[src/owgdr_pkg.sv]
// Purpose: Shared constants for the overlay width, gain and DAC register bank
// Assumes: Byte-wide register port from the serial control front end, same clock
// Notes: All registers reset to zero
//
// Notes on behaviour
// - Mask bit n of window two controls display column n, columns 31 to 0.
// - Clear mask bit gives 12 overlay pixels, set bit gives 24.
// - Wide column repeats every font pixel in two consecutive pixel positions.
// - Characters after the thirty-second on a line are always normal width.
// - Fade register bits 7 to 4 set the vertical fade interval.
// - Fade register bits 3 to 0 set the horizontal fade interval.
// - Blue gain field bits 6 to 0 drives only the blue channel.
// - Green gain field bits 6 to 0 drives only the green channel.
// - Red gain field bits 6 to 0 drives only the red channel.
// - Contrast field at 0x8433 drives one common gain to all channels.
// - First DAC level from its byte register, range from config bit 5.
// - Second DAC level from its byte register, same range bit.
// - Third DAC level from its byte register, range bit at 0x8438.
// - Mask split over four bytes, low addresses bits 15-0, upper 31-16.
// - Range bit clear gives 0.5-4.5 V, set gives 0.5-2.5 V.
package owgdr_pkg;
    localparam int ADDR_W = 16;
    localparam int DATA_W = 8;
    localparam int GAIN_W = 7;
    localparam int MASK_W = 32;
    localparam int FONT_W = 12;
    localparam int CHAR_W = 8;
    localparam int FONT_X_W = 4;
    localparam logic [ADDR_W-1:0] ADDR_WIDE_B0 = 16'h841c;
    localparam logic [ADDR_W-1:0] ADDR_WIDE_B1 = 16'h841d;
    localparam logic [ADDR_W-1:0] ADDR_WIDE_B2 = 16'h841e;
    localparam logic [ADDR_W-1:0] ADDR_WIDE_B3 = 16'h841f;
    localparam logic [ADDR_W-1:0] ADDR_FADE = 16'h8429;
    localparam logic [ADDR_W-1:0] ADDR_BLUE = 16'h8430;
    localparam logic [ADDR_W-1:0] ADDR_GREEN = 16'h8431;
    localparam logic [ADDR_W-1:0] ADDR_RED = 16'h8432;
    localparam logic [ADDR_W-1:0] ADDR_CONTRAST = 16'h8433;
    localparam logic [ADDR_W-1:0] ADDR_DAC_ONE = 16'h8434;
    localparam logic [ADDR_W-1:0] ADDR_DAC_TWO = 16'h8435;
    localparam logic [ADDR_W-1:0] ADDR_DAC_THREE = 16'h8436;
    localparam logic [ADDR_W-1:0] ADDR_DAC_CONFIG = 16'h8438;
    localparam int FULL_SCALE_BIT = 5;
    localparam int VFADE_HI = 7;
    localparam int VFADE_LO = 4;
    localparam int HFADE_HI = 3;
    localparam int HFADE_LO = 0;
    localparam logic [DATA_W-1:0] REG_RESET = 8'h00;
    localparam logic [DATA_W-1:0] READ_IDLE = 8'h00;
    localparam logic [FONT_X_W-1:0] FONT_X_LAST = 4'hb;
    localparam logic [FONT_X_W-1:0] FONT_X_FIRST = 4'h0;
    localparam logic [CHAR_W-1:0] WIDE_CHAR_LIMIT = 8'h20;
    localparam logic [CHAR_W-1:0] CHAR_LAST = 8'hff;
    localparam logic [CHAR_W-1:0] CHAR_ONE = 8'h01;
    localparam logic [FONT_X_W-1:0] FONT_X_ONE = 4'h1;

    typedef enum logic [1:0] {
        SEQ_IDLE = 2'b00,
        SEQ_FIRST = 2'b01,
        SEQ_REPEAT = 2'b10
    } owgdr_seq_state_t;
endpackage : owgdr_pkg

[src/owgdr_cfg_if.sv]
// Purpose: Carries stored register values from the bank to the output stages
// Assumes: Single clock domain
// Notes: Bank drives, stages only read
interface owgdr_cfg_if;
    import owgdr_pkg::*;
    logic [DATA_W-1:0] blue;
    logic [DATA_W-1:0] green;
    logic [DATA_W-1:0] red;
    logic [DATA_W-1:0] contrast;
    logic [DATA_W-1:0] dac_one;
    logic [DATA_W-1:0] dac_two;
    logic [DATA_W-1:0] dac_three;
    logic full_scale_low;
    modport bank (output blue, output green, output red, output contrast,
        output dac_one, output dac_two, output dac_three, output full_scale_low);
    modport gain (input blue, input green, input red, input contrast);
    modport dac (input dac_one, input dac_two, input dac_three, input full_scale_low);
endinterface : owgdr_cfg_if

[src/owgdr_top.sv]
// Purpose: Register bank, window two column width sequencer and output stages
// Assumes: Host port and video timing inputs come from logic on the same clock
// Notes: Read data appears one cycle after the read strobe
module owgdr_top
    import owgdr_pkg::*;
(
    input logic clock,
    input logic arst_n,
    input logic clock_en,
    input logic [ADDR_W-1:0] host_addr,
    input logic [DATA_W-1:0] host_wdata,
    input logic host_wr,
    input logic host_rd,
    output logic [DATA_W-1:0] host_rdata,
    output logic host_hit,
    input logic line_active,
    input logic pixel_tick,
    input logic [FONT_W-1:0] font_row,
    output logic [CHAR_W-1:0] char_index,
    output logic overlay_display_pixel,
    output logic pixel_valid,
    output logic wide_column,
    output logic [3:0] vertical_fade_step,
    output logic [3:0] horizontal_fade_step,
    output logic [GAIN_W-1:0] blue_gain,
    output logic [GAIN_W-1:0] green_gain,
    output logic [GAIN_W-1:0] red_gain,
    output logic [GAIN_W-1:0] contrast_level,
    output logic [DATA_W-1:0] dac_one_value,
    output logic [DATA_W-1:0] dac_two_value,
    output logic [DATA_W-1:0] dac_three_value,
    output logic dac_range_low
);
    logic rst_meta;
    logic rst_n;
    logic [DATA_W-1:0] wide_b0;
    logic [DATA_W-1:0] wide_b1;
    logic [DATA_W-1:0] wide_b2;
    logic [DATA_W-1:0] wide_b3;
    logic [DATA_W-1:0] fade_interval;
    logic [DATA_W-1:0] blue_gain_ctrl;
    logic [DATA_W-1:0] green_gain_ctrl;
    logic [DATA_W-1:0] red_gain_ctrl;
    logic [DATA_W-1:0] contrast_ctrl;
    logic [DATA_W-1:0] dac_one_level;
    logic [DATA_W-1:0] dac_two_level;
    logic [DATA_W-1:0] dac_three_level;
    logic full_scale_low;
    logic [MASK_W-1:0] wide_mask;
    logic [DATA_W-1:0] next_rdata;
    logic next_hit;
    owgdr_seq_state_t seq_state;
    owgdr_seq_state_t next_seq_state;
    logic [FONT_X_W-1:0] font_x;
    logic cur_wide;
    logic wr_en;

    owgdr_cfg_if cfg ();

    // Column is wide only inside the first 32 characters
    function automatic logic column_is_wide(
        input logic [CHAR_W-1:0] col,
        input logic [MASK_W-1:0] mask
    );
        column_is_wide = (col < WIDE_CHAR_LIMIT) && mask[col[4:0]];
    endfunction : column_is_wide

    // Font bits are sent leftmost first
    function automatic logic font_bit(
        input logic [FONT_W-1:0] row,
        input logic [FONT_X_W-1:0] x
    );
        font_bit = row[FONT_X_LAST - x];
    endfunction : font_bit

    // Reset release through two flops
    always_ff @(posedge clock or negedge arst_n)
    begin
        if (!arst_n)
        begin
            rst_meta <= 1'b0;
            rst_n <= 1'b0;
        end
        else
        begin
            rst_meta <= 1'b1;
            rst_n <= rst_meta;
        end
    end

    assign wr_en = clock_en && host_wr;

    // Mask bytes
    always_ff @(posedge clock or negedge rst_n)
    begin
        if (!rst_n)
        begin
            wide_b0 <= REG_RESET;
            wide_b1 <= REG_RESET;
            wide_b2 <= REG_RESET;
            wide_b3 <= REG_RESET;
        end
        else if (wr_en)
        begin
            if (host_addr == ADDR_WIDE_B0)
                wide_b0 <= host_wdata;
            else if (host_addr == ADDR_WIDE_B1)
                wide_b1 <= host_wdata;
            else if (host_addr == ADDR_WIDE_B2)
                wide_b2 <= host_wdata;
            else if (host_addr == ADDR_WIDE_B3)
                wide_b3 <= host_wdata;
        end
    end

    assign wide_mask = {wide_b3, wide_b2, wide_b1, wide_b0};

    // Fade interval
    always_ff @(posedge clock or negedge rst_n)
    begin
        if (!rst_n)
            fade_interval <= REG_RESET;
        else if (wr_en && host_addr == ADDR_FADE)
            fade_interval <= host_wdata;
    end

    assign vertical_fade_step = fade_interval[VFADE_HI:VFADE_LO];
    assign horizontal_fade_step = fade_interval[HFADE_HI:HFADE_LO];

    // Gain and contrast, all eight bits kept so readback matches the write
    always_ff @(posedge clock or negedge rst_n)
    begin
        if (!rst_n)
        begin
            blue_gain_ctrl <= REG_RESET;
            green_gain_ctrl <= REG_RESET;
            red_gain_ctrl <= REG_RESET;
            contrast_ctrl <= REG_RESET;
        end
        else if (wr_en)
        begin
            if (host_addr == ADDR_BLUE)
                blue_gain_ctrl <= host_wdata;
            else if (host_addr == ADDR_GREEN)
                green_gain_ctrl <= host_wdata;
            else if (host_addr == ADDR_RED)
                red_gain_ctrl <= host_wdata;
            else if (host_addr == ADDR_CONTRAST)
                contrast_ctrl <= host_wdata;
        end
    end

    // DAC levels
    always_ff @(posedge clock or negedge rst_n)
    begin
        if (!rst_n)
        begin
            dac_one_level <= REG_RESET;
            dac_two_level <= REG_RESET;
            dac_three_level <= REG_RESET;
        end
        else if (wr_en)
        begin
            if (host_addr == ADDR_DAC_ONE)
                dac_one_level <= host_wdata;
            else if (host_addr == ADDR_DAC_TWO)
                dac_two_level <= host_wdata;
            else if (host_addr == ADDR_DAC_THREE)
                dac_three_level <= host_wdata;
        end
    end

    // Range select snooped from the DAC config register
    always_ff @(posedge clock or negedge rst_n)
    begin
        if (!rst_n)
            full_scale_low <= 1'b0;
        else if (wr_en && host_addr == ADDR_DAC_CONFIG)
            full_scale_low <= host_wdata[FULL_SCALE_BIT];
    end

    // Read decode
    always_comb
    begin
        next_rdata = READ_IDLE;
        next_hit = 1'b1;
        if (host_addr == ADDR_WIDE_B0)
            next_rdata = wide_b0;
        else if (host_addr == ADDR_WIDE_B1)
            next_rdata = wide_b1;
        else if (host_addr == ADDR_WIDE_B2)
            next_rdata = wide_b2;
        else if (host_addr == ADDR_WIDE_B3)
            next_rdata = wide_b3;
        else if (host_addr == ADDR_FADE)
            next_rdata = fade_interval;
        else if (host_addr == ADDR_BLUE)
            next_rdata = blue_gain_ctrl;
        else if (host_addr == ADDR_GREEN)
            next_rdata = green_gain_ctrl;
        else if (host_addr == ADDR_RED)
            next_rdata = red_gain_ctrl;
        else if (host_addr == ADDR_CONTRAST)
            next_rdata = contrast_ctrl;
        else if (host_addr == ADDR_DAC_ONE)
            next_rdata = dac_one_level;
        else if (host_addr == ADDR_DAC_TWO)
            next_rdata = dac_two_level;
        else if (host_addr == ADDR_DAC_THREE)
            next_rdata = dac_three_level;
        else
            next_hit = 1'b0;
    end

    // Read data register
    always_ff @(posedge clock or negedge rst_n)
    begin
        if (!rst_n)
        begin
            host_rdata <= READ_IDLE;
            host_hit <= 1'b0;
        end
        else if (clock_en)
        begin
            if (host_rd)
            begin
                host_rdata <= next_rdata;
                host_hit <= next_hit;
            end
            else
            begin
                host_rdata <= READ_IDLE;
                host_hit <= 1'b0;
            end
        end
    end

    assign cur_wide = column_is_wide(char_index, wide_mask);

    // Sequencer state: first or repeated copy of a font pixel
    always_comb
    begin
        next_seq_state = seq_state;
        case (seq_state)
            SEQ_IDLE:
                if (line_active)
                    next_seq_state = SEQ_FIRST;
            SEQ_FIRST:
                if (!line_active)
                    next_seq_state = SEQ_IDLE;
                else if (pixel_tick && cur_wide)
                    next_seq_state = SEQ_REPEAT;
            SEQ_REPEAT:
                if (!line_active)
                    next_seq_state = SEQ_IDLE;
                else if (pixel_tick)
                    next_seq_state = SEQ_FIRST;
            default:
                next_seq_state = SEQ_IDLE;
        endcase
    end

    always_ff @(posedge clock or negedge rst_n)
    begin
        if (!rst_n)
            seq_state <= SEQ_IDLE;
        else if (clock_en)
            seq_state <= next_seq_state;
    end

    // Font position and character column counters
    always_ff @(posedge clock or negedge rst_n)
    begin
        if (!rst_n)
        begin
            font_x <= FONT_X_FIRST;
            char_index <= REG_RESET;
        end
        else if (clock_en)
        begin
            if (seq_state == SEQ_IDLE || !line_active)
            begin
                font_x <= FONT_X_FIRST;
                char_index <= REG_RESET;
            end
            else if (pixel_tick && (seq_state == SEQ_REPEAT || !cur_wide))
            begin
                // Advance font_x after one copy (1 pixel) or two copies (2 pixels), the character after 12 or 24 pixels
                if (font_x == FONT_X_LAST)
                begin
                    font_x <= FONT_X_FIRST;
                    if (char_index != CHAR_LAST)
                        char_index <= char_index + CHAR_ONE;
                end
                else
                    font_x <= font_x + FONT_X_ONE;
            end
        end
    end

    // Pixel output
    always_ff @(posedge clock or negedge rst_n)
    begin
        if (!rst_n)
        begin
            overlay_display_pixel <= 1'b0;
            pixel_valid <= 1'b0;
            wide_column <= 1'b0;
        end
        else if (clock_en)
        begin
            if (seq_state != SEQ_IDLE && line_active && pixel_tick)
            begin
                overlay_display_pixel <= font_bit(font_row, font_x);
                pixel_valid <= 1'b1;
                wide_column <= cur_wide;
            end
            else
            begin
                overlay_display_pixel <= 1'b0;
                pixel_valid <= 1'b0;
                wide_column <= 1'b0;
            end
        end
    end

    assign cfg.blue = blue_gain_ctrl;
    assign cfg.green = green_gain_ctrl;
    assign cfg.red = red_gain_ctrl;
    assign cfg.contrast = contrast_ctrl;
    assign cfg.dac_one = dac_one_level;
    assign cfg.dac_two = dac_two_level;
    assign cfg.dac_three = dac_three_level;
    assign cfg.full_scale_low = full_scale_low;

    owgdr_gain_out u_gain (
        .clock(clock),
        .rst_n(rst_n),
        .clock_en(clock_en),
        .cfg(cfg.gain),
        .blue_gain(blue_gain),
        .green_gain(green_gain),
        .red_gain(red_gain),
        .contrast_level(contrast_level)
    );

    owgdr_dac_out u_dac (
        .clock(clock),
        .rst_n(rst_n),
        .clock_en(clock_en),
        .cfg(cfg.dac),
        .dac_one_value(dac_one_value),
        .dac_two_value(dac_two_value),
        .dac_three_value(dac_three_value),
        .dac_range_low(dac_range_low)
    );
endmodule : owgdr_top

[src/owgdr_gain_out.sv]
// Purpose: Drives per-channel gain and common contrast fields to the analog stage
// Assumes: Synchronised reset from the top
// Notes: Top bit of each register is not passed on
module owgdr_gain_out
    import owgdr_pkg::*;
(
    input logic clock,
    input logic rst_n,
    input logic clock_en,
    owgdr_cfg_if.gain cfg,
    output logic [GAIN_W-1:0] blue_gain,
    output logic [GAIN_W-1:0] green_gain,
    output logic [GAIN_W-1:0] red_gain,
    output logic [GAIN_W-1:0] contrast_level
);
    always_ff @(posedge clock or negedge rst_n)
    begin
        if (!rst_n)
        begin
            blue_gain <= REG_RESET[GAIN_W-1:0];
            green_gain <= REG_RESET[GAIN_W-1:0];
            red_gain <= REG_RESET[GAIN_W-1:0];
            contrast_level <= REG_RESET[GAIN_W-1:0];
        end
        else if (clock_en)
        begin
            blue_gain <= cfg.blue[GAIN_W-1:0];
            green_gain <= cfg.green[GAIN_W-1:0];
            red_gain <= cfg.red[GAIN_W-1:0];
            contrast_level <= cfg.contrast[GAIN_W-1:0];
        end
    end
endmodule : owgdr_gain_out

[src/owgdr_dac_out.sv]
// Purpose: Drives the three DAC levels and their shared range select
// Assumes: Synchronised reset from the top
// Notes: Range low means 0.5 to 2.5 V, otherwise 0.5 to 4.5 V
module owgdr_dac_out
    import owgdr_pkg::*;
(
    input logic clock,
    input logic rst_n,
    input logic clock_en,
    owgdr_cfg_if.dac cfg,
    output logic [DATA_W-1:0] dac_one_value,
    output logic [DATA_W-1:0] dac_two_value,
    output logic [DATA_W-1:0] dac_three_value,
    output logic dac_range_low
);
    always_ff @(posedge clock or negedge rst_n)
    begin
        if (!rst_n)
        begin
            dac_one_value <= REG_RESET;
            dac_two_value <= REG_RESET;
            dac_three_value <= REG_RESET;
            dac_range_low <= 1'b0;
        end
        else if (clock_en)
        begin
            dac_one_value <= cfg.dac_one;
            dac_two_value <= cfg.dac_two;
            dac_three_value <= cfg.dac_three;
            dac_range_low <= cfg.full_scale_low;
        end
    end
endmodule : owgdr_dac_out

[config.mk]
export PLATFORM = sky130hd
export DESIGN_NAME = owgdr_top
export DESIGN_NICKNAME = d
export VERILOG_FILES = /design/src/owgdr_pkg.sv /design/src/owgdr_cfg_if.sv /design/src/owgdr_top.sv /design/src/owgdr_gain_out.sv /design/src/owgdr_dac_out.sv
export SDC_FILE = /design/constraint.sdc
export NUM_CORES = 1
export LEC_CHECK = 0
export BUFFER_PORTS_ARGS = -buffer_cell sky130_fd_sc_hd__buf_2
export CAP_MARGIN = 0
export CORE_ASPECT_RATIO = 0.9
export CORE_MARGIN = 2
export CORE_UTILIZATION = 55
export CTS_BUF_LIST = sky130_fd_sc_hd__clkbuf_4 sky130_fd_sc_hd__clkbuf_8 sky130_fd_sc_hd__clkbuf_16
export CTS_CLUSTER_DIAMETER = 120
export DETAILED_ROUTE_END_ITERATION = 6
export MAX_ROUTING_LAYER = met4
export PLACE_DENSITY = 0.75
export SYNTH_ARGS = -nofsm -noshare
export SYNTH_HDL_FRONTEND = slang
export SYNTH_SLANG_ARGS = --single-unit
export TNS_END_PERCENT = 100
[constraint.sdc]
create_clock -name clock -period 8.65 [get_ports clock]
set_input_delay 0 -clock clock [delete_from_list [all_inputs] [get_ports clock]]
set_output_delay 0 -clock clock [all_outputs]
set_load 0.01 [all_outputs]
# Word-level counts from Yosys, hierarchy flattened
# Index checks and enable logic that the tools add are counted.
# totals
regBits	178
inputBits	43
output_inout_bits	81
word_cells	142
# classes
add_sub_neg	3
n_lt_le_gt_ge	3
n_eq_ne	20
mux	46
bitwise_logic	8
n_reduce_logical	31
# op_table
cell	count
$eq 16x16->1 const B	13
$mux 8	17
$reduce_and 4->1	5
$mux 1	18
$mux 4	3
$mux 2	5
$reduce_and 5->1	2
$reduce_and 3->1	3
$add 8x1->8 const B	1
$logic_and 1x1->1	8
$lt 8x6->1 const B	1
$ne 8x8->1 const B	1
$not 1->1	8
$reduce_and 2->1	4
$reduce_bool 2->1	4
$lt 5x6->1 const B	1
$ne 3x3->1 const B	2
$pmux 2 s3	1
$bmux 1 s5	1
$lt 4x5->1 const B	1
$add 4x1->4 const B	1
$bmux 1 s4	1
$eq 4x4->1 const B	1
$sub 4x4->4 const A	1
other kinds (6)	8

# Depth between registers and ports, before layout
# logic_depth
depth_word	14
ltp_mapped	9
mapped_depth_nobuf	8

# Modules after synthesis
# Synthesis repeated with hierarchy kept, for this count alone.
# unflattened
hier_cells	693
hier_area_um2	8846.0
# modules_own_cells
mod	instances	cells_each	area_each_um2	seq_area_each_um2
owgdr_top	1	581	6670.1	3128.0
owgdr_gain_out	1	59	1142.3	700.7
owgdr_dac_out	1	53	1033.5	625.6

# Worst setup path before layout
# No wires, ideal clock.
# synth_timing
path_type	flip-flop to flip-flop
from	register char_index[0]
to	register char_index[6]
setup_time_ps	77
arrival_time_ps	2284
required_time_ps	8573
slack_ps	6288
path_stages_with_launch	9
n_path_buf	2
synth_period_minus_slack_ps	2362
path_cell_list	dfrtp_1 -> buf_6 -> mux4_2 -> a22oi_2 -> a31o_2 -> o211ai_2 -> buf_6 -> or3_1 -> a21oi_1
# synth_between
elab_chain_cells	8
elab_cells_between_ends	16
cone_classes	1 x add/sub; 1 x order compare; 1 x eq/ne; 6 x mux; 7 x reduce/logical
# synth_lines
element	line	text
from (decl)	owgdr_top.sv:19	output logic [CHAR_W-1:0] char_index,
from (signal assigned)	owgdr_top.sv:293	char_index <= char_index + CHAR_ONE;
$bmux 1 s5	owgdr_top.sv:65	column_is_wide = (col < WIDE_CHAR_LIMIT) && mask[col[4:0]];
$mux 1 (not written as such)	owgdr_top.sv:65	
$logic_and 1x1->1	owgdr_top.sv:65	
$logic_not 1->1	owgdr_top.sv:286	else if (pixel_tick && (seq_state == SEQ_REPEAT || !cur_wide))
$logic_or 1x1->1	owgdr_top.sv:286	
$logic_and 1x1->1	owgdr_top.sv:286	
$reduce_bool 2->1 (no source line)	-	
$reduce_and 4->1 (no source line)	-	
# Parallel ways exist; a longest one is shown, timed or not. The select of a mux whose other input is x is not followed.
# A chain may end at the register's enable or synchronous reset.

# Worst setup path in the final report
# layout_timing
from	register char_index[0]
to	register char_index[7]
# The elaborated chain is that of the path after synthesis.

==> impl_metrics.toml <==
[synth]
syn_avg_cell_area_sq_um = 12.6
syn_nets = 704
synth_area_leaders = "dfrtp_1 (54%), mux2_2 (20%), mux4_2 (2.2%)"
netlist_area_sq_um = 8280
yosysWarnings = 0
synthFlopType = "dfrtp_1"
yosysSeqAreaShare_pct = 53.8
synthArstFlopShare_pct = 100
yosysTopAreaCellShare_pct = 53.8
yosysTopAreaCell = "dfrtp_1"
synth_cell_types = 60
synth_seq_cells = 178
postSynthCellCount = 658
synth_edf_count = 0

[global_route]
grt_pass1_vias = 5938
grt.total_usage_pct = 27.8
antenna_found_initial = 0
grt_max_degree = 72
grt_pass1_wl_mm = 32.9
globalRouteOverflowTotal = 0

[routing]
vias = 5984
drc = 0
routedWlPerCell_microns = 21.2
via_per_inst = 6.11
firstDrtPassIters = 6
drt_iter0_drc = 497
ant_nets = 0
routed_wl_mm = 20.8

[sta]
slew_headroom_pct = 28.7
drv_slew = 0
hold_viol = 0
hold_ws_ns = 0.0662
setup_violations = 0
timing.final.crit_share_pct = 35.5
min_period_ns = 3.07
fin_skew_ns = 0.00481
rsz0062_at_grt = "no"
worst_slew_pin_slew_ns = 1.06
timing.fmax_mhz = 325
setup-tns-final_ns = 0

[clock_tree]
clk_pin_slew_worst_paths_ns = 0.07
clock_path_buffers = 2
cts.sinks = 178
root_buffer = "clkbuf_16"
cts_buffers = 17
cts_tree = "yes"
clk_latency_ns = 0.43
htreeDepth = 4

[setup_path]
worstSetupStartpointType = "flop"
critPathMaxFanout = 15
path_class = "reg2reg"
endpoint_kind = "flop"
arrival_ns = 3.43
cp.required_ns = 9.00

[floorplan]
rows = 42
fp.coreArea_sq_um = 14700
dieWidth_microns = 133
io_pins = 124
start_util_pct = 56.3
die_height_microns = 120
dieArea_sq_um = 16100

[power_and_ir_drop]
pwr-share-clk_pct = 43.7
p_sw_uw = 394
power_frac_seq_pct = 51.1
pwr-share-comb_pct = 5.2
ir_worst_vdd_mv = 0.138
cellPowerDensity_nw_per_um2 = 173
p_leak_nw = 4.91
intPower_mw = 1.27
p_sw_share_pct = 23.7

[hold_path]
min_path_type = "in2reg"

[place]
gp_congestion = 0.940
post-place-cells = 942
port-buffer-count = 123
hpwl_mm = 14.7

[finish]
nets = 814
layout-drive-gt1-share_pct = 42.0
fin_cells = 979
antennaDiodeCount = 0
synthToLayoutAreaGrowth_pct = 16.1

[run_status]
status = "finished clean"

[run]
drv_cap = 0
==> metrics by stage <==
step,utilization (%),setup WS (ns),area (sq um),total power [mW]
after floorplan,-,3.32,8280,0.919
after global placement,61.2,5.79,9010,0.946
final,65.4,5.58,9620,1.66
after global routing,65.4,5.41,9620,1.72
after CTS,65.4,5.57,9620,1.67
after detailed placement,61.2,5.58,9010,0.950
==> worst max-delay path, cell delays in order (launching register included) <==
cell and delay (ns):
dfrtp_1 0.78, mux4_1 0.68, a221oi_2 0.32, a2111o_1 0.26
o211ai_2 0.25, or4_1 0.56, a21oi_1 0.15
==> cells in the mapped netlist (all sizes together), types with 3 or more instances <==
cell type  count
a21o          11
a21oi         25
a221oi         8
a22oi          9
and2           5
and3           5
and4           3
buf            6
clkbuf        34
dfrtp        178
ha             3
inv            8
mux2         150
mux2i          8
mux4          11
nand2         20
nand2b         3
nand3         33
nand4          4
nor2          28
nor2b          5
nor3           5
nor4b          3
o211ai         5
o21a           8
o21ai         37
o22ai          8
o31ai          3
or3            4
or4            3
==> layer usage <==
layer	track usage, %	wire length [microns]	up-vias
met1	36.7	9180	3077
met5	-	0	-
met2	43.8	10100	208
met3	6.67	1180	28
li1	-	-	2671
met4	7.78	342	0
==> power by group through the flow <==
stage               combinational [mW]  clock [mW]  sequential (mW)
finish                          0.0868       0.728            0.850
global route                    0.0941       0.777            0.851
CTS                             0.0868       0.737            0.850
detailed placement              0.0840           0            0.866
global placement                0.0812           0            0.864
floorplan                       0.0514           0            0.867
==> kinds of logic (layout without fill, tap and decap cells) <==
group	Yosys count	after routing	synth area share, %
adders and majority gates	3	3	0.453
buffers and inverters	48	171	2.37
DFF	178	178	53.8
other	1	1	0.0453
and+or+nand+nor	130	130	8.60
xor gates and xnor gates	1	1	0.106
muxes	169	169	24.5
AOI/OAI and AO/OA	128	128	10.2
==> final cells by class <==
cell class	count	area (sq um)
clock buffer	23	489
clock inverter	9	75.1
fill	1149	5090
inverter	8	30.0
multi-input combinational	432	3630
sequential	178	4460
tap	198	248
timing repair buffer	131	688
==> path summary, 6_finish.rpt <==
check                         startpoint              endpoint  slack [ns]  cells after the start
min                        host_wdata[7]     blue_gain_ctrl[7]        0.07                      2
min in group asynchronous          rst_n  u_gain.green_gain[5]        0.40                      0
max in group asynchronous          rst_n            wide_b1[4]        6.86                      1
max                        char_index[0]         char_index[7]        5.58                      6
min reg2reg                     rst_meta                 rst_n        0.36                      0
max reg2reg                char_index[0]         char_index[7]        5.58                      6
==> sequential cells by signal, indices dropped and copies added (netlist names), 2 cells and up <==
| name | count |
|---|---|
| blue_gain_ctrl | 8 |
| cfg.contrast | 8 |
| cfg.dac_one | 8 |
| cfg.dac_three | 8 |
| cfg.dac_two | 8 |
| cfg.green | 8 |
| cfg.red | 8 |
| char_index | 8 |
| fade_interval | 8 |
| font_x | 4 |
| host_rdata | 8 |
| seq_state | 2 |
| u_dac.dac_one_value | 8 |
| u_dac.dac_three_value | 8 |
| u_dac.dac_two_value | 8 |
| u_gain.blue_gain | 7 |
| u_gain.contrast_level | 7 |
| u_gain.green_gain | 7 |
| u_gain.red_gain | 7 |
| wide_b0 | 8 |
| wide_b1 | 8 |
| wide_b2 | 8 |
| wide_b3 | 8 |
==> repair_timing <==
action / CTS / global route
buffers inserted: 0 / 0
hold buffers: 5 / 0
endpoints found under the hold margin: 11 / 0
resized for setup: 0 / 0
==> cell usage in the layout (no fill, tap or decap), types with 4 or more instances in the layout <==
cell type / count
dfrtp_1: 177
mux2_2: 150
buf_2: 123
o21ai_0: 35
nand3_1: 33
nor2_1: 27
a21oi_1: 25
nand2_1: 20
clkbuf_16: 17
a21o_1: 11
inv_1: 8
mux4_2: 8
a22oi_1: 8
o21a_1: 8
mux2i_1: 8
o22ai_1: 8
a221oi_1: 7
nor2b_1: 5
and3_1: 5
dlygate4sd3_1: 5
and2_1: 4
nand4_1: 4
o211ai_1: 4
or3_1: 4
clkinv_4: 4
Note: power is estimated with default switching activity, not from simulation.
